$ cat config.mk
export PLATFORM = sky130hd
export DESIGN_NAME = abx_execute
export DESIGN_NICKNAME = d
export VERILOG_FILES = /design/src/abx_pkg.sv /design/src/abx_execute.sv
export SDC_FILE = /design/constraint.sdc
export NUM_CORES = 1
export LEC_CHECK = 0
export BUFFER_PORTS_ARGS = -buffer_cell sky130_fd_sc_hd__buf_2
export CAP_MARGIN = 20
export CELL_PAD_IN_SITES_DETAIL_PLACEMENT = 1
export CELL_PAD_IN_SITES_GLOBAL_PLACEMENT = 1
export CORE_MARGIN = 2
export CORE_UTILIZATION = 37
export DETAILED_ROUTE_END_ITERATION = 8
export PLACE_DENSITY = 0.79
export SLEW_MARGIN = 40
export SYNTH_ARGS = -nofsm -noshare
export SYNTH_HDL_FRONTEND = slang
export SYNTH_SLANG_ARGS = --single-unit
$ cat constraint.sdc
create_clock -name clk_i -period 4.5 [get_ports clk_i]
set_clock_uncertainty 0.2 [all_clocks]
set_input_delay 0.675 -clock clk_i [delete_from_list [all_inputs] [get_ports clk_i]]
set_output_delay 0.675 -clock clk_i [all_outputs]
set_load 0.1 [all_outputs]
$ cat src/abx_pkg.sv
// Package for the add and bit-op execute unit: opcode fields, encodings, flag positions.
// Assumes 14-bit instruction words and an 8-bit data path.
package abx_pkg;
  localparam int INSN_W = 14;
  localparam int DATA_W = 8;
  localparam int ADDR_W = 7;
  // Opcode fields
  localparam int TOP_HI = 13;
  localparam int TOP_LO = 12;
  localparam int SUB_HI = 11;
  localparam int SUB_LO = 10;
  localparam int POS_HI = 9;
  localparam int POS_LO = 7;
  localparam int DST_BIT = 7;
  localparam int OP4_HI = 11;
  localparam int OP4_LO = 8;
  localparam int OP3_HI = 11;
  localparam int OP3_LO = 9;
  localparam int NIB_HI = 3;
  // Group codes in bits 13:12
  localparam logic [1:0] GRP_BYTE = 2'h0;
  localparam logic [1:0] GRP_BIT = 2'h1;
  localparam logic [1:0] GRP_LIT = 2'h3;
  // Bit-group sub-codes
  localparam logic [1:0] SUB_CLR = 2'h0;
  localparam logic [1:0] SUB_SET = 2'h1;
  localparam logic [1:0] SUB_SKL = 2'h2;
  localparam logic [1:0] SUB_SKH = 2'h3;
  // Byte-group and literal-group codes
  localparam logic [3:0] OP_ADD_REG = 4'h7;
  localparam logic [3:0] OP_AND_REG = 4'h5;
  localparam logic [2:0] OP_ADD_IMM = 3'h7;
  localparam logic [3:0] OP_AND_IMM = 4'h9;
  // Flag positions in flags_o
  localparam int FLG_C = 0;
  localparam int FLG_NR = 1;
  localparam int FLG_Z = 2;
  localparam logic [2:0] FLAGS_RST = 3'h0;
  localparam logic [7:0] ACC_RST = 8'h00;
  typedef enum logic [1:0] {
    ABX_RUN = 2'b01,
    ABX_IDLE_SLOT = 2'b10
  } abx_state_t;
endpackage

$ cat src/abx_execute.sv
// Execute unit for add, and, bit clear/set and bit-test skip instructions.
// Assumes a register file outside with combinational read at rd_addr_o and a write strobe.
// All inputs come from logic on clk_i, so none of them is synchronised here.
`timescale 1ns/1ps
////////////////////////////////////////////////////////////////////////////////
// Notes on behaviour
// [RULE1] add_immediate: acc plus 8-bit constant into acc; C, nibble-ripple, Z updated.
// [RULE2] and_immediate: acc AND constant into acc; only Z updated.
// [RULE3] add_register: acc plus selected register; C, nibble-ripple, Z updated.
// [RULE4] and_register: acc AND register; only Z updated, C and ripple kept.
// [RULE5] Target bit 0 writes the accumulator, 1 writes the register back.
// [RULE6] clear_bit_op zeroes chosen bit of addressed register; flags untouched.
// [RULE7] set_bit_op sets chosen bit, other bits kept; flags untouched.
// [RULE8] skip_if_bit_low discards next instruction when tested bit is zero.
// [RULE9] skip_if_bit_high discards next instruction when tested bit is one.
// [RULE10] A taken skip runs an idle_slot in place of the next instruction.
// [RULE11] True conditions take two cycles, second one an idle_slot.
// [RULE12] Bit group: top 01, sub-code, 3-bit position, 7-bit register index.
// [RULE13] Ripple flag is carry out of bit 3; Z set when result is zero.
module abx_execute #(
  parameter int DATA_W = abx_pkg::DATA_W,
  parameter int ADDR_W = abx_pkg::ADDR_W
) (
  input wire logic clk_i,
  input wire logic rst_n_i,
  input wire logic ce_i,
  input wire logic insn_valid_i,
  input wire logic [abx_pkg::INSN_W-1:0] insn_i,
  input wire logic [DATA_W-1:0] rd_data_i,
  output logic [ADDR_W-1:0] rd_addr_o,
  output logic wr_en_o,
  output logic [ADDR_W-1:0] wr_addr_o,
  output logic [DATA_W-1:0] wr_data_o,
  output logic [DATA_W-1:0] acc_o,
  output logic [2:0] flags_o,
  output logic discard_o,
  output logic busy_o
);
  abx_pkg::abx_state_t state_reg;
  logic [DATA_W-1:0] acc_reg;
  logic [2:0] flags_reg;
  logic wr_en_reg;
  logic [ADDR_W-1:0] wr_addr_reg;
  logic [DATA_W-1:0] wr_data_reg;
  logic [1:0] grp;
  logic [1:0] sub;
  logic [2:0] pos;
  logic dst;
  logic [DATA_W-1:0] imm;
  logic is_add_imm;
  logic is_and_imm;
  logic is_add_reg;
  logic is_and_reg;
  logic is_bit;
  logic is_clr;
  logic is_set;
  logic is_skl;
  logic is_skh;
  logic wr_acc;
  logic wr_reg;
  logic upd_carry;
  logic upd_zero;
  logic [DATA_W-1:0] operand;
  logic [DATA_W:0] sum;
  logic [4:0] nib_sum;
  logic [DATA_W-1:0] result;
  logic tested_bit;
  logic skip_take;
  logic exec;
  logic [DATA_W-1:0] bit_mask;

  ////////////////////////////////////////////////////////////////////////////
  // Decode
  assign grp = insn_i[abx_pkg::TOP_HI:abx_pkg::TOP_LO];
  assign sub = insn_i[abx_pkg::SUB_HI:abx_pkg::SUB_LO]; // [RULE12]
  assign pos = insn_i[abx_pkg::POS_HI:abx_pkg::POS_LO]; // [RULE12]
  assign dst = insn_i[abx_pkg::DST_BIT];
  assign imm = insn_i[DATA_W-1:0];
  assign rd_addr_o = insn_i[ADDR_W-1:0]; // [RULE12]
  assign is_bit = (grp == abx_pkg::GRP_BIT); // [RULE12]
  assign is_add_reg = (grp == abx_pkg::GRP_BYTE) && (insn_i[abx_pkg::OP4_HI:abx_pkg::OP4_LO] == abx_pkg::OP_ADD_REG);
  assign is_and_reg = (grp == abx_pkg::GRP_BYTE) && (insn_i[abx_pkg::OP4_HI:abx_pkg::OP4_LO] == abx_pkg::OP_AND_REG);
  // Low bit of the add-immediate code is a don't-care
  assign is_add_imm = (grp == abx_pkg::GRP_LIT) && (insn_i[abx_pkg::OP3_HI:abx_pkg::OP3_LO] == abx_pkg::OP_ADD_IMM);
  assign is_and_imm = (grp == abx_pkg::GRP_LIT) && (insn_i[abx_pkg::OP4_HI:abx_pkg::OP4_LO] == abx_pkg::OP_AND_IMM);
  // Instruction in the idle slot is fetched but never executed
  assign exec = insn_valid_i && (state_reg == abx_pkg::ABX_RUN);

  // Write targets and flag groups, named once so the processes below stay short.
  // Refused codes raise none of these, so they change nothing but wr_addr_o.
  assign is_clr = is_bit && (sub == abx_pkg::SUB_CLR); // [RULE6]
  assign is_set = is_bit && (sub == abx_pkg::SUB_SET); // [RULE7]
  assign is_skl = is_bit && (sub == abx_pkg::SUB_SKL); // [RULE8]
  assign is_skh = is_bit && (sub == abx_pkg::SUB_SKH); // [RULE9]
  assign wr_acc = is_add_imm || is_and_imm || ((is_add_reg || is_and_reg) && !dst); // [RULE5]
  assign wr_reg = (is_add_reg || is_and_reg) && dst; // [RULE5]
  assign upd_carry = is_add_imm || is_add_reg; // [RULE1] [RULE3]
  assign upd_zero = upd_carry || is_and_imm || is_and_reg; // [RULE2] [RULE4]

  ////////////////////////////////////////////////////////////////////////////
  // Datapath
  assign operand = (is_add_imm || is_and_imm) ? imm : rd_data_i;
  assign sum = {1'b0, acc_reg} + {1'b0, operand}; // [RULE1] [RULE3]
  assign nib_sum = {1'b0, acc_reg[abx_pkg::NIB_HI:0]} + {1'b0, operand[abx_pkg::NIB_HI:0]}; // [RULE13]
  assign result = (is_add_imm || is_add_reg) ? sum[DATA_W-1:0] : (acc_reg & operand); // [RULE2] [RULE4]
  // One comparator per bit instead of a variable shift; a position past the
  // data width selects no bit at all.
  for (genvar g = 0; g < DATA_W; g++) begin : g_mask
    assign bit_mask[g] = (pos == 3'(g)); // [RULE6] [RULE7]
  end
  assign tested_bit = rd_data_i[pos];
  // Skip decision uses the same combinational read as the bit ops
  assign skip_take = (is_skl && !tested_bit) || // [RULE8]
                     (is_skh && tested_bit); // [RULE9]

  ////////////////////////////////////////////////////////////////////////////
  // Skip sequencer
  // The slot waits for a valid word, so a stalled fetch cannot lose the skip.
  // A skip taken in the slot itself is impossible: nothing executes there.
  always_ff @(posedge clk_i) begin
    if (!rst_n_i) begin
      state_reg <= abx_pkg::ABX_RUN;
    end else if (ce_i) begin
      case (state_reg)
        abx_pkg::ABX_RUN: begin
          if (exec && skip_take) begin
            state_reg <= abx_pkg::ABX_IDLE_SLOT; // [RULE10] [RULE11]
          end
        end
        abx_pkg::ABX_IDLE_SLOT: begin
          if (insn_valid_i) begin
            state_reg <= abx_pkg::ABX_RUN; // [RULE10]
          end
        end
        default: begin
          state_reg <= abx_pkg::ABX_RUN;
        end
      endcase
    end
  end

  ////////////////////////////////////////////////////////////////////////////
  // Accumulator and flags
  always_ff @(posedge clk_i) begin
    if (!rst_n_i) begin
      acc_reg <= abx_pkg::ACC_RST;
    end else if (ce_i && exec && wr_acc) begin
      acc_reg <= result; // [RULE1] [RULE2] [RULE5]
    end
  end

  // Bit ops and refused codes fall through here untouched
  always_ff @(posedge clk_i) begin
    if (!rst_n_i) begin
      flags_reg <= abx_pkg::FLAGS_RST;
    end else if (ce_i && exec) begin
      if (upd_carry) begin
        flags_reg[abx_pkg::FLG_C] <= sum[DATA_W]; // [RULE1] [RULE3]
        flags_reg[abx_pkg::FLG_NR] <= nib_sum[abx_pkg::NIB_HI+1]; // [RULE13]
      end
      if (upd_zero) begin
        // Zero follows the result even when it goes back to the register
        flags_reg[abx_pkg::FLG_Z] <= (result == '0); // [RULE13] [RULE2] [RULE4]
      end
    end
  end

  ////////////////////////////////////////////////////////////////////////////
  // Register write-back; bit ops leave flags alone
  // Strobe: one pulse for each executed write, never in the idle slot
  always_ff @(posedge clk_i) begin
    if (!rst_n_i) begin
      wr_en_reg <= 1'b0;
    end else if (ce_i) begin
      wr_en_reg <= exec && (wr_reg || is_clr || is_set); // [RULE5] [RULE6] [RULE7]
    end
  end

  // Address follows every executed word; only meaningful beside the strobe
  always_ff @(posedge clk_i) begin
    if (!rst_n_i) begin
      wr_addr_reg <= '0;
    end else if (ce_i && exec) begin
      wr_addr_reg <= rd_addr_o; // [RULE5]
    end
  end

  // Read-modify-write keeps the other seven bits as they were read
  always_ff @(posedge clk_i) begin
    if (!rst_n_i) begin
      wr_data_reg <= '0;
    end else if (ce_i && exec) begin
      if (wr_reg) begin
        wr_data_reg <= result; // [RULE5]
      end else if (is_clr) begin
        wr_data_reg <= rd_data_i & ~bit_mask; // [RULE6]
      end else if (is_set) begin
        wr_data_reg <= rd_data_i | bit_mask; // [RULE7]
      end
    end
  end

  // Write is registered one cycle late; back-to-back reads of the same register see old data
  // unless the register file forwards. Chosen to keep the read path short.
  // Strobe is masked by the enable so a frozen cycle never writes twice.
  assign wr_en_o = wr_en_reg && ce_i;
  assign wr_addr_o = wr_addr_reg;
  assign wr_data_o = wr_data_reg;
  assign acc_o = acc_reg;
  assign flags_o = flags_reg;
  assign discard_o = (state_reg == abx_pkg::ABX_IDLE_SLOT); // [RULE10]
  assign busy_o = discard_o;
endmodule // abx_execute

## After elaboration in Yosys (flattened, before gate mapping)

Index checks and enable logic that the tools add are counted.

| storage, ports and cells | value |
|---|---|
| output and inout bits | 36 |
| register bits after elaboration | 29 |
| word-level logic and storage cells | 82 |

| operators by class | value |
|---|---|
| bitwise gates (word level) | 4 |
| $add $sub $neg | 2 |
| reductions and logical operators | 38 |
| $lt $le $gt $ge | 1 |
| mux-type cells | 10 |
| eq/ne operators | 20 |

Operator list:

| kind | number |
|---|---|
| 8-bit two-way mux | 5 |
| 1-bit logical AND | 18 |
| 8-bit bitwise AND | 2 |
| 3-bit == test, second input constant | 5 |
| 8-bit by 8-bit adder with 9-bit output | 1 |
| 1-bit logical OR | 9 |
| 2-bit == test, second input constant | 4 |
| 4-bit by 3-bit == test with 1-bit output, second input constant | 2 |
| 8-bit logical NOT | 1 |
| 8-bit inverter | 1 |
| 8-bit bitwise OR | 1 |
| 2-bit by 1-bit == test with 1-bit output, second input constant | 3 |
| 3-bit by 2-bit == test with 1-bit output, second input constant | 2 |
| 2-bit AND reduction | 3 |
| 4-bit by 4-bit adder with 5-bit output | 1 |
| 4-bit == test, second input constant | 1 |
| 2-bit logical NOT | 2 |
| 3-bit by 4-bit less-than comparator with 1-bit output, second input constant | 1 |
| 2-bit two-way mux | 2 |
| 2-bit case mux with 2 select lines | 1 |
| 1-bit binary-select mux with 3-bit select | 1 |
| 3-bit by 1-bit == test with 1-bit output, second input constant | 1 |
| 3-bit logical NOT | 1 |
| 3-bit AND reduction | 1 |
| other kinds (5) | 6 |

## Longest topological paths before layout

Gate-level depths: netlist of the first run.

| depth | value |
|---|---|
| depth after elaboration | 8 |
| mapped depth | 12 |
| gate-level depth less buffers | 11 |

## Least setup slack after synthesis of the first run

Ideal clock, no wire load.

| timing | value |
|---|---|
| path type | input port to flip-flop |
| from | input port insn_i[9] in the netlist's numbering |
| to | register flags_reg[2] (netlist: flags_o[2]) |
| arrival time | 3.338 ns |
| library setup time | 0.069 ns |
| stages | 12 |
| buffers on the path | 1 |
| path slack | 0.893 ns |
| cell sequence | buf_2 nor3b_1 o21ai_2 mux2_2 ha_1 fa_1 nand3_1 and2_1 xor2_1 o21ai_1 or4b_1 o21ai_1 |

| between the ends | value |
|---|---|
| word-level cells in the longest chain between the ends | 7 |
| elaborated cells between the ends (all ways) | 18 |
| those cells by class | 1 x add/sub; 4 x eq/ne; 2 x mux; 1 x bitwise; 10 x reduce/logical |

Ends and longest elaborated chain:

| element | line | source |
|---|---|---|
| from (decl) | abx_execute.sv:28 | `input wire logic [abx_pkg::INSN_W-1:0] insn_i,` |
| 4-bit == test or 3-bit == test (tied branches) | abx_execute.sv:85, abx_execute.sv:84 |  |
| 1-bit logical AND, on equally long branches | abx_execute.sv:85, abx_execute.sv:84 |  |
| 1-bit logical OR | abx_execute.sv:102 | `assign operand = (is_add_imm \|\| is_and_imm) ? imm : rd_data_i;` |
| 8-bit two-way mux | abx_execute.sv:102 |  |
| 8-bit by 8-bit adder with 9-bit output or 8-bit bitwise AND (tied branches) | abx_execute.sv:103, abx_execute.sv:105 |  |
| 8-bit two-way mux | abx_execute.sv:105 | `assign result = (is_add_imm \|\| is_add_reg) ? sum[DATA_W-1:0] : (acc_reg & operand);` |
| 8-bit logical NOT | abx_execute.sv:163 | `flags_reg[abx_pkg::FLG_Z] <= (result == '0);` |
| to (signal, indexed assignment) | abx_execute.sv:158 | `flags_reg[abx_pkg::FLG_C] <= sum[DATA_W];` |
| to (signal, indexed assignment) | abx_execute.sv:159 | `flags_reg[abx_pkg::FLG_NR] <= nib_sum[abx_pkg::NIB_HI+1];` |
| to (signal, indexed assignment) | abx_execute.sv:163 |  |
| to (decl) | abx_execute.sv:41 | `logic [2:0] flags_reg;` |

Several ways; a longest one is shown, not always the timed one.
A chain may end at the register's enable or synchronous reset.

## Worst setup path after layout of the first run

Ends and elaborated chain as after synthesis.

==> results of run 1 <==
## worst max-delay path, stage by stage
cell and delay, ns:
sky130_fd_sc_hd__buf_2 0.16, sky130_fd_sc_hd__and2_1 0.22, sky130_fd_sc_hd__o21ai_2 0.14, sky130_fd_sc_hd__buf_4 0.19, sky130_fd_sc_hd__mux2_2 0.35, sky130_fd_sc_hd__ha_1 0.25, sky130_fd_sc_hd__fa_1 0.42, sky130_fd_sc_hd__nand3_1 0.12
sky130_fd_sc_hd__and2_1 0.18, sky130_fd_sc_hd__xor2_1 0.15, sky130_fd_sc_hd__o21ai_1 0.10, sky130_fd_sc_hd__or4b_1 0.55, sky130_fd_sc_hd__o21ai_1 0.14
## layer usage
layer	global-route usage	vias up	wire [um]
li1	-	988	-
met1	0.277	967	2840
met2	0.351	58	2950
met3	0.0425	9	322
met4	0.0702	0	121
met5	0	-	0
## final cells by class
type | count | share of cell area
flip-flops and latches | 29 | 0.240
clock inverters | 1 | 0.00207
clock buffers | 7 | 0.0398
repair buffers | 63 | 0.132
multi-input cells | 199 | 0.544
well taps | 70 | 0.0361
inverters | 4 | 0.00620
## per-stage QoR
step / worst slack (ns) / util
after global routing: 0.709 / 0.466
after CTS: 0.871 / 0.465
after floorplan: 0.893 / -
after global placement: 0.700 / 0.444
final: 0.867 / 0.466
after detailed placement: 0.583 / 0.445
## logic make-up after synthesis
kind of cell,Yosys count,synth area share
and+or+nand+nor,94,0.224
buffers and inverters,25,0.0707
adders and majority gates,11,0.0713
muxes,26,0.146
DFF,29,0.285
AOI/OAI and AO/OA,64,0.185
xor gates and xnor gates,4,0.0172
## how the worst max path moves through the flow
stage,start,endpoint,cells past startpoint
6_report,insn_i[9],flags_o[2],13
3_5_place_dp,insn_i[9],flags_o[2],13
3_3_place_gp,insn_i[9],flags_o[2],13
2_1_floorplan,insn_i[9],flags_o[2],12
4_1_cts,insn_i[9],flags_o[2],13
5_1_grt,insn_i[9],flags_o[2],13
## placed cells by master, fill, tap and decap left out, drive strengths merged, types with 4 or more instances in the layout
| cell type | n |
|---|---|
| nand2 | 30 |
| a21oi | 26 |
| mux2i | 14 |
| nand3 | 5 |
| nor3 | 5 |
| nor3b | 4 |
| clkbuf | 7 |
| inv | 4 |
| nor2 | 31 |
| a211oi | 8 |
| ha | 10 |
| mux2 | 10 |
| dfxtp | 29 |
| buf | 63 |
| o21ai | 20 |
## power groups by stage
stage                     logic [mW]  clock network (mW)  registers (mW)
final                          0.162               0.249           0.265
after global routing           0.172               0.263           0.266
after CTS                      0.162               0.255           0.265
after detailed placement       0.161                   0           0.271
after global placement         0.158                   0           0.271
after floorplan               0.0871                   0           0.309
==> flow_metrics.env, run 1 <==
export IMPL_run_status="finished clean"
export IMPL_placement_cell_area_um2=2320
export IMPL_synth_edff_count=0
export IMPL_yosysMostFrequentCell="sky130_fd_sc_hd__nor2_1"
export IMPL_cts_tree="done"
export IMPL_worstSkewPairLatency_ns=0.29
export IMPL_synth_top_area_frac=0.285
export IMPL_synth_seq_area_share=0.285
export IMPL_power_share_clock=0.368
export IMPL_setup_repair_after_global_routing_missed_its_margin="false"
export IMPL_switching_share=0.344
export IMPL_critical_path_reg2reg_startpoint="acc_o[0]"
export IMPL_grt_first_pass_wirelength_mm=10.1
export IMPL_timing_critical_path_to_type="register"
export IMPL_worstReg2RegEnd="flags_o[2]"
export IMPL_power_per_cell_area_nw_per_um2=279
export IMPL_design_core_area_um2=5200
export IMPL_cts_hold_buffers_added=0
export IMPL_finish_instance_area_um2=2420
export IMPL_dr_total_vias=2022
export IMPL_timing_setup_critical_path_class="input pin to register"
export IMPL_placement_io_buffers=61
export IMPL_firstDrtPassIters=4
export IMPL_post_route_cells_drive_above_1_share=0.294
export IMPL_vias_per_cell=5.42
export IMPL_synth_area_leaders="sky130_fd_sc_hd__dfxtp_1, sky130_fd_sc_hd__mux2i_1, sky130_fd_sc_hd__a21oi_1"
export IMPL_grt_max_degree=23
export IMPL_final_min_period_over_clock_period=0.807
export IMPL_floorplan_initialDensity=0.391
export IMPL_finish_cell_count_without_fillers=373
export IMPL_numClockSinks=29
export IMPL_antenna_found_initial=0
export IMPL_power_ir_vdd_worst_mv=0.162
export IMPL_overflow_left_after_global_routing=0
export IMPL_final_max_slew_viol_count=0
export IMPL_core_rowCount=26
export IMPL_die_x_um=78.2
export IMPL_die_area_um2=6110
export IMPL_layout_nets=339
export IMPL_regToRegSetupSlack_ns=1.98
export IMPL_num_antenna_cells=0
export IMPL_final_antenna_net_count=0
export IMPL_critical_path_startpoint_type="input pin"
export IMPL_syn2layout_area_growth_pct=19.1
export IMPL_aggregate_negative_setup_slack_ns=0
export IMPL_cts_resized_gates=0
export IMPL_hold_path_startpoint="wr_addr_o[1]"
export IMPL_max_cap_violations=0
export IMPL_max_clock_path_buffers=2
export IMPL_numPlacedInstances=365
export IMPL_routed_wl_per_cell_um=16.7
export IMPL_timing_critical_path_arrival_ns=3.66
export IMPL_synthesis_area_per_instance_um2=8.04
export IMPL_max_slew_margin_rel=0.500
export IMPL_post_cts_setup_buffers=0
export IMPL_finalHoldWorstSlack_ns=0.255
export IMPL_remaining_drc_errors=0
export IMPL_post_synth_inst_count=253
export IMPL_multiInputGateArea_um2=1320
export IMPL_gr_usage_all_layers=0.212
export IMPL_synth_common_cells="sky130_fd_sc_hd__nor2_1, sky130_fd_sc_hd__nand2_1, sky130_fd_sc_hd__dfxtp_1"
export IMPL_yosys_area_top_type="sky130_fd_sc_hd__dfxtp_1"
export IMPL_timing_final_setup_violations=0
export IMPL_cts_buffers_inserted=5
export IMPL_post_synth_instance_area_um2=2030
export IMPL_route_final_wire_length_mm=6.23
export IMPL_power_frac_seq=0.393
export IMPL_path_clk_slew_ns=0.07
export IMPL_sequential_cell_area_um2=581
export IMPL_report_power_total_mw=0.675
export IMPL_max_freq_mhz=275
export IMPL_p_int_mw=0.443
export IMPL_async_reset_ff_frac=0
export IMPL_drt_first_iter_violations=81
export IMPL_ys_flop_type="sky130_fd_sc_hd__dfxtp_1"
export IMPL_hold_path_class="register to register"
export IMPL_switching_power_mw=0.232
export IMPL_ys_warn_count=0
export IMPL_synth_nets=290
export IMPL_synth_seq_cells=29
export IMPL_worst_r2r_path_depth=8
export IMPL_die_height_um=78.2
export IMPL_layout_filler_cells=671
export IMPL_cts_root_buf="sky130_fd_sc_hd__clkbuf_8"
export IMPL_crit_required_ns=4.53
export IMPL_period_needed_ns=3.63
export IMPL_combinationalPowerShare=0.239
export IMPL_timing_worst_slew_pin_value_ns=0.749
export IMPL_holdPathEnd="wr_addr_o[1]"
export IMPL_critical_path_max_fanout=11
export IMPL_timing_final_hold_violations=0
export IMPL_h_tree_depth=2
export IMPL_gp_congestion=0.822
export IMPL_num_io_pins=62
export IMPL_p_leak_nw=1.07
export IMPL_first_global_vias=2036
export IMPL_worst_hold_depth=2
export IMPL_dpl_hpwl_mm=4.87
export IMPL_post_synthesis_cell_type_count=43
No activity file was read; power rests on OpenSTA's default activity.
==> run 2, diff against run 1 <==
- ABC_AREA: not set -> 1
- CORE_UTILIZATION: 37 -> 32
- PLACE_DENSITY: 0.79 -> 0.75
- clock period: 4.5 -> 2.9 ns (I/O delays scaled with it)
==> run 2 against run 1 <==
  * First-iteration DRC count shrank 3.7%
  * Synthesized cell count grew 32%
  * Worst hold slack lost 0.012 ns
  * Die area grew 21%
  * Critical path depth grew 6
  * Flip-flop and latch count is the same
  * Critical endpoint unchanged
  * Setup slack lost 0.53 ns
  * Power grew 74%
  * Routed wire length grew 13%
==> flow_metrics.env, run 2 <==
export IMPL_regToRegSetupSlack_ns=0.82
export IMPL_gr_usage_all_layers=0.198
export IMPL_num_io_pins=62
export IMPL_synthesis_area_per_instance_um2=6.42
export IMPL_ys_flop_type="sky130_fd_sc_hd__dfxtp_1"
export IMPL_die_x_um=86.0
export IMPL_synth_top_family_by_area="simple AND/OR/NAND/NOR gates"
export IMPL_use_met3=0.0327
export IMPL_final_cell_mix="sky130_fd_sc_hd__nand2_1, sky130_fd_sc_hd__buf_2, sky130_fd_sc_hd__nor2_1"
export IMPL_drt_first_iter_violations=78
export IMPL_post_cts_setup_buffers=0
export IMPL_placement_cell_area_um2=2520
export IMPL_firstDrtPassIters=4
export IMPL_crit_required_ns=2.92
export IMPL_cp_cell_sequence="buf_2 > nand2_1 > nor2_4 > nand2_4 > nand2_4 > inv_4 > nand2_1 > nand2_1 > ha_1 > fa_2 > nand3_1 > nand3_1 > nand3_1 > nand2_1 > inv_1 > nand2_1 > nor2_1 > nand3_1 > a21oi_2"
export IMPL_die_height_um=86.0
export IMPL_final_max_slew_viol_count=0
export IMPL_p_leak_nw=1.40
export IMPL_final_min_period_over_clock_period=0.885
export IMPL_synthXorXnorAreaFrac=0.00407
export IMPL_finish_instance_area_um2=2640
export IMPL_worstSkewPairLatency_ns=0.29
export IMPL_synth_seq_cells=29
export IMPL_timing_critical_path_to_type="register"
export IMPL_synth_common_cells="sky130_fd_sc_hd__nand2_1, sky130_fd_sc_hd__nor2_1, sky130_fd_sc_hd__inv_1"
export IMPL_die_area_um2=7390
export IMPL_gp_congestion=0.861
export IMPL_grt_met2_usage=0.339
export IMPL_syn2layout_area_growth_pct=22.7
export IMPL_yosys_area_top_type="sky130_fd_sc_hd__dfxtp_1"
export IMPL_critical_path_max_fanout=9
export IMPL_setup_repair_after_global_routing_missed_its_margin="false"
export IMPL_placement_io_buffers=61
export IMPL_async_reset_ff_frac=0
export IMPL_floorplan_initialDensity=0.335
export IMPL_critical_path_reg2reg_startpoint="acc_o[0]"
export IMPL_h_tree_depth=2
export IMPL_yosysMostFrequentCell="sky130_fd_sc_hd__nand2_1"
export IMPL_dr_total_vias=2391
export IMPL_timing_final_hold_violations=0
export IMPL_grt_max_degree=21
export IMPL_antenna_found_initial=0
export IMPL_layout_commonest_cell="sky130_fd_sc_hd__nand2_1"
export IMPL_synth_area_leaders="sky130_fd_sc_hd__dfxtp_1, sky130_fd_sc_hd__nand2_1, sky130_fd_sc_hd__nor2_1"
export IMPL_post_synthesis_cell_type_count=35
export IMPL_utilization=0.411
export IMPL_max_freq_mhz=390
export IMPL_max_slew_margin_rel=0.675
export IMPL_route_final_wire_length_mm=7.03
export IMPL_run_status="finished clean"
export IMPL_remaining_drc_errors=0
export IMPL_critical_path_startpoint_type="input pin"
export IMPL_critical_path_max_stage_delay_ns=0.37
export IMPL_core_rowCount=29
export IMPL_overflow_left_after_global_routing=0
export IMPL_numClockSinks=29
export IMPL_timing_final_setup_violations=0
export IMPL_layout_nets=436
export IMPL_timing_setup_critical_path_class="input pin to register"
export IMPL_top_usage_layer="met2"
export IMPL_yosys_area_share_adder=0.0675
export IMPL_final_antenna_net_count=0
export IMPL_max_cap_violations=0
export IMPL_cts_root_buf="sky130_fd_sc_hd__clkbuf_8"
export IMPL_critical_path_slowest_cell="sky130_fd_sc_hd__fa_2"
export IMPL_vias_per_cell=5.01
export IMPL_fraction_of_the_mapped_netlist_area_in_compound_gates=0.195
export IMPL_design_core_area_um2=6420
export IMPL_share_of_synthesized_area_spent_on_multiplexers=0
export IMPL_dpl_hpwl_mm=5.56
export IMPL_synth_simple_gate_area_share=0.338
export IMPL_synth_seq_area_share=0.270
export IMPL_num_antenna_cells=0
export IMPL_hold_path_startpoint="insn_i[3]"
export IMPL_worst_r2r_path_depth=11
export IMPL_post_synth_inst_count=335
export IMPL_cts_buffers_inserted=5
export IMPL_post_synth_instance_area_um2=2150
export IMPL_power_per_cell_area_nw_per_um2=446
export IMPL_first_global_vias=2457
export IMPL_timing_worst_slew_pin_value_ns=0.490
export IMPL_cpMostUsedCell="sky130_fd_sc_hd__nand2_1"
export IMPL_hold_path_class="input pin to register"
export IMPL_path_clk_slew_ns=0.07
export IMPL_post_route_cells_drive_above_1_share=0.255
export IMPL_cts_tree="done"
export IMPL_cts_hold_buffers_added=0
export IMPL_timing_critical_path_arrival_ns=2.59
export IMPL_worstReg2RegEnd="flags_o[2]"
export IMPL_synth_nets=372
export IMPL_routed_wl_per_cell_um=14.7
export IMPL_synth_edff_count=0
export IMPL_worst_hold_depth=3
export IMPL_layout_filler_cells=893
export IMPL_ys_warn_count=0
export IMPL_synth_top_area_frac=0.270
export IMPL_holdPathEnd="wr_addr_o[3]"
export IMPL_power_ir_vdd_worst_mv=0.181
export IMPL_grt_met1_usage=0.260
export IMPL_period_needed_ns=2.57
export IMPL_grt_first_pass_wirelength_mm=11.7
export IMPL_max_clock_path_buffers=2
run 2: final cells by class:
class / count / area (um2) / area share
Tap cell: 77 / 96.3 / 0.0365
Clock inverter: 1 / 30.0 / 0.0114
Multi-Input combinational cell: 250 / 1300 / 0.493
Sequential cell: 29 / 581 / 0.220
Clock buffer: 7 / 86.3 / 0.0327
Inverter: 41 / 156 / 0.0592
Timing Repair Buffer: 72 / 388 / 0.147
run 2: stage by stage:
step / TNS (ns) / hold slack, ns / power (mW) / cells / setup slack (ns)
after floorplan: 0 / 0.243 / 0.659 / 335 / 0.112
after global placement: 0 / 0.253 / 0.728 / 469 / 0.0867
after detailed placement: -0.00816 / 0.256 / 0.733 / 469 / -0.00816
after CTS: 0 / 0.242 / 1.19 / 477 / 0.267
after global routing: 0 / 0.261 / 1.23 / 477 / 0.00143
final: 0 / 0.243 / 1.18 / 477 / 0.333
run 2: power breakdown:
| part | switching (mW) | total (mW) | internal (mW) |
|---|---|---|---|
| combinational | 0.234 | 0.308 | 0.0739 |
| clock | 0.172 | 0.452 | 0.280 |
| sequential | 0.00640 | 0.417 | 0.411 |
| total | 0.413 | 1.18 | 0.765 |
run 2: cell families (layout without fill, tap and decap cells):
family                   after synthesis  after routing
adder cells (fa/ha/maj)               11             11
AND/OR/NAND/NOR                      168            168
AO/OA/AOI/OAI                         70             70
flip-flops                            29             29
XOR/XNOR                               1              1
buffers and inverters                 56            121
run 2: repair_timing:
item,4_1_cts,5_1_grt
endpoints found under the setup margin,0,3
hold endpoints to repair,0,0
resized for setup,0,2
run 2: layer usage:
layer | routed length (um) | vias up | part of all wire
li1 | - | 1210 | -
met1 | 3340 | 1124 | 0.47
met2 | 3380 | 51 | 0.48
met3 | 250 | 6 | 0.036
met4 | 59 | 0 | 0.0084
met5 | 0 | - | 0
run 2: how the worst max path moves through the flow:
stage / slack [ns] / cells after the start / startpoint / end
2_1_floorplan: 0.11 / 3 / state_reg[1] / discard_o
3_3_place_gp: 0.09 / 20 / insn_i[9] / flags_o[2]
3_5_place_dp: -0.008 / 18 / insn_i[12] / wr_data_o[5]
4_1_cts: 0.27 / 19 / insn_i[12] / flags_o[2]
5_1_grt: 0.001 / 18 / insn_i[12] / wr_data_o[5]
6_report: 0.33 / 19 / insn_i[12] / flags_o[2]
run 2: worst max-delay path, delay by kind of cell:
| family | cells | cell delay, ns |
|---|---|---|
| AO/OA/AOI/OAI | 1 | 0.13 |
| adder cells (fa/ha/maj) | 2 | 0.57 |
| buffers and inverters | 3 | 0.28 |
| AND/OR/NAND/NOR | 13 | 1.17 |
==> run 3, diff against run 2 <==
- ABC_AREA: 1 -> not set
- CORE_MARGIN: 2 -> 8
- CORE_UTILIZATION: 32 -> 33
- PLACE_DENSITY: 0.75 -> 0.74
==> run 3 against run 2 <==
  * The flow now finishes with violations (negative setup slack)
  * Fmax shrank 14%
  * Routed wire length is 3.8% higher
  * Via count fell by 9.5%
  * Core utilization grew 5.2 points
  * Global-route usage is 3.1 points lower
  * Largest power group is now sequential cells
==> flow_metrics.env, run 3 (synthesis gave the netlist of run 1 again) <==
export IMPL_run_status="complete, but fails checks"
export IMPL_violated_checks="negative setup slack"
export IMPL_max_slew_margin_rel=0.409
export IMPL_design_core_area_um2=5960
export IMPL_num_antenna_cells=0
export IMPL_max_freq_mhz=333
export IMPL_max_clock_path_buffers=2
export IMPL_grt_max_degree=22
export IMPL_final_antenna_net_count=0
export IMPL_setup_repair_after_global_routing_missed_its_margin="true"
export IMPL_final_cell_mix="sky130_fd_sc_hd__buf_2, sky130_fd_sc_hd__buf_4, sky130_fd_sc_hd__nor2_1"
export IMPL_critical_path_startpoint_type="input pin"
export IMPL_layout_commonest_cell="sky130_fd_sc_hd__buf_2"
export IMPL_route_final_wire_length_mm=7.29
export IMPL_critical_path_max_fanout=7
export IMPL_post_place_ws_ns=-0.463
export IMPL_cts_buffers_inserted=5
export IMPL_utilization=0.463
export IMPL_path_clk_slew_ns=0.07
export IMPL_drt_first_iter_violations=127
export IMPL_floorplan_initialDensity=0.342
export IMPL_critical_path_max_stage_delay_ns=0.54
export IMPL_gp_congestion=0.874
export IMPL_hold_path_class="input pin to register"
export IMPL_cts_tree="done"
export IMPL_final_min_period_over_clock_period=1.03
export IMPL_worstSkewPairLatency_ns=0.29
export IMPL_numClockSinks=29
export IMPL_dr_total_vias=2164
export IMPL_timing_critical_path_arrival_ns=3.02
export IMPL_overflow_left_after_global_routing=0
export IMPL_critical_path_slowest_cell="sky130_fd_sc_hd__or4b_1"
export IMPL_crit_required_ns=2.92
export IMPL_layout_nets=371
export IMPL_cp_cell_sequence="buf_6 > nor3b_4 > o21ai_4 > mux2_4 > ha_4 > fa_2 > nand3_2 > and2_4 > xor2_2 > o21ai_2 > or4b_1 > o21ai_1"
export IMPL_placement_io_buffers=61
export IMPL_dpl_hpwl_mm=5.73
export IMPL_max_cap_violations=0
export IMPL_timing_worst_slew_pin_value_ns=0.881
export IMPL_antenna_found_initial=0
export IMPL_cts_root_buf="sky130_fd_sc_hd__clkbuf_8"
export IMPL_h_tree_depth=2
export IMPL_num_io_pins=62
export IMPL_die_height_um=94.5
export IMPL_gr_usage_all_layers=0.167
export IMPL_cp_num_buf_inv=1
export IMPL_vias_per_cell=5.28
export IMPL_cts_hold_buffers_added=0
export IMPL_core_rowCount=28
export IMPL_aggregate_negative_setup_slack_ns=-0.161
export IMPL_p_leak_nw=1.24
export IMPL_post_route_cells_drive_above_1_share=0.397
export IMPL_timing_critical_path_to_type="register"
export IMPL_first_global_vias=2265
export IMPL_power_ir_vdd_worst_mv=0.196
export IMPL_timing_final_hold_violations=0
export IMPL_syn2layout_area_growth_pct=35.4
export IMPL_grt_first_pass_wirelength_mm=11.6
export IMPL_final_max_slew_viol_count=0
export IMPL_routed_wl_per_cell_um=17.8
export IMPL_timing_final_setup_violations=2
export IMPL_remaining_drc_errors=0
export IMPL_critical_path_top_delay_family="simple AND/OR/NAND/NOR gates"
export IMPL_die_x_um=94.5
export IMPL_period_needed_ns=3.00
export IMPL_timing_final_ws_setup_ns=-0.0988
export IMPL_firstDrtPassIters=4
export IMPL_die_area_um2=8930
export IMPL_timing_setup_critical_path_class="input pin to register"
export IMPL_power_per_cell_area_nw_per_um2=372
-- run 3: changes by cell type in the layout (fill, tap and decap cells not counted), moves of 6 or more --
cell | previous run | this run
sky130_fd_sc_hd__buf_4 | 11 | 34
sky130_fd_sc_hd__nand3_1 | 24 | 4
sky130_fd_sc_hd__inv_1 | 34 | 4
sky130_fd_sc_hd__o211ai_1 | 8 | 1
sky130_fd_sc_hd__a211oi_1 | 0 | 7
sky130_fd_sc_hd__nor2_1 | 38 | 31
sky130_fd_sc_hd__mux2i_1 | 0 | 14
sky130_fd_sc_hd__o21ai_0 | 20 | 14
sky130_fd_sc_hd__nand2_1 | 90 | 30
sky130_fd_sc_hd__mux2_2 | 0 | 9
-- run 3: timing repair --
action / in CTS / in global routing
hold endpoints to repair: 0 / 0
pin swaps: 10 / 8
setup buffers: 6 / 2
resized for setup: 8 / 6
endpoints found under the setup margin: 2 / 10
-- run 3: where the power goes --
part	switching, mW	internal, mW
Sequential	0.00447	0.407
Clock	0.165	0.166
Combinational	0.194	0.0885
Total	0.364	0.662
-- run 3: path summary, 6_finish.rpt --
path / start / end / slack, ns / cells after the start
worst max-delay path: insn_i[8] / flags_o[2] / -0.1 / 12
worst min-delay path: insn_i[5] / wr_addr_o[5] / 0.21 / 3
worst max register to register: acc_o[0] / flags_o[2] / 0.54 / 8
worst min register to register: wr_addr_o[4] / wr_addr_o[4] / 0.25 / 2
-- run 3: final cells by class --
class	count	area, um2
Multi-Input combinational cell	199	1400
Clock inverter	2	10.0
Tap cell	75	93.8
Sequential cell	29	581
Inverter	4	15.0
Timing Repair Buffer	95	583
Fill cell	733	3200
Clock buffer	6	72.6
-- run 3: stage by stage --
stage	hold slack, ns	instances	area [um2]	power (mW)
after floorplan	0.248	253	2100	0.622
after global placement	0.240	397	2580	0.690
after detailed placement	0.243	397	2580	0.694
after CTS	0.213	411	2730	1.03
after global routing	0.233	410	2760	1.07
final	0.213	410	2760	1.03
-- run 3: worst min-delay path, stage by stage --
cell	delay [ns]
sky130_fd_sc_hd__buf_2	0.12
sky130_fd_sc_hd__nand2_1	0.05
sky130_fd_sc_hd__a21oi_1	0.05
-- run 3: per-layer routing --
layer / part of all wire / routed length (um) / vias up / track usage
met1: 0.42 / 3090 / 1044 / 0.193
met2: 0.51 / 3700 / 58 / 0.300
met3: 0.051 / 371 / 12 / 0.0325
met4: 0.018 / 131 / 0 / 0.0546
met5: 0 / 0 / - / 0
li1: - / - / 1050 / -
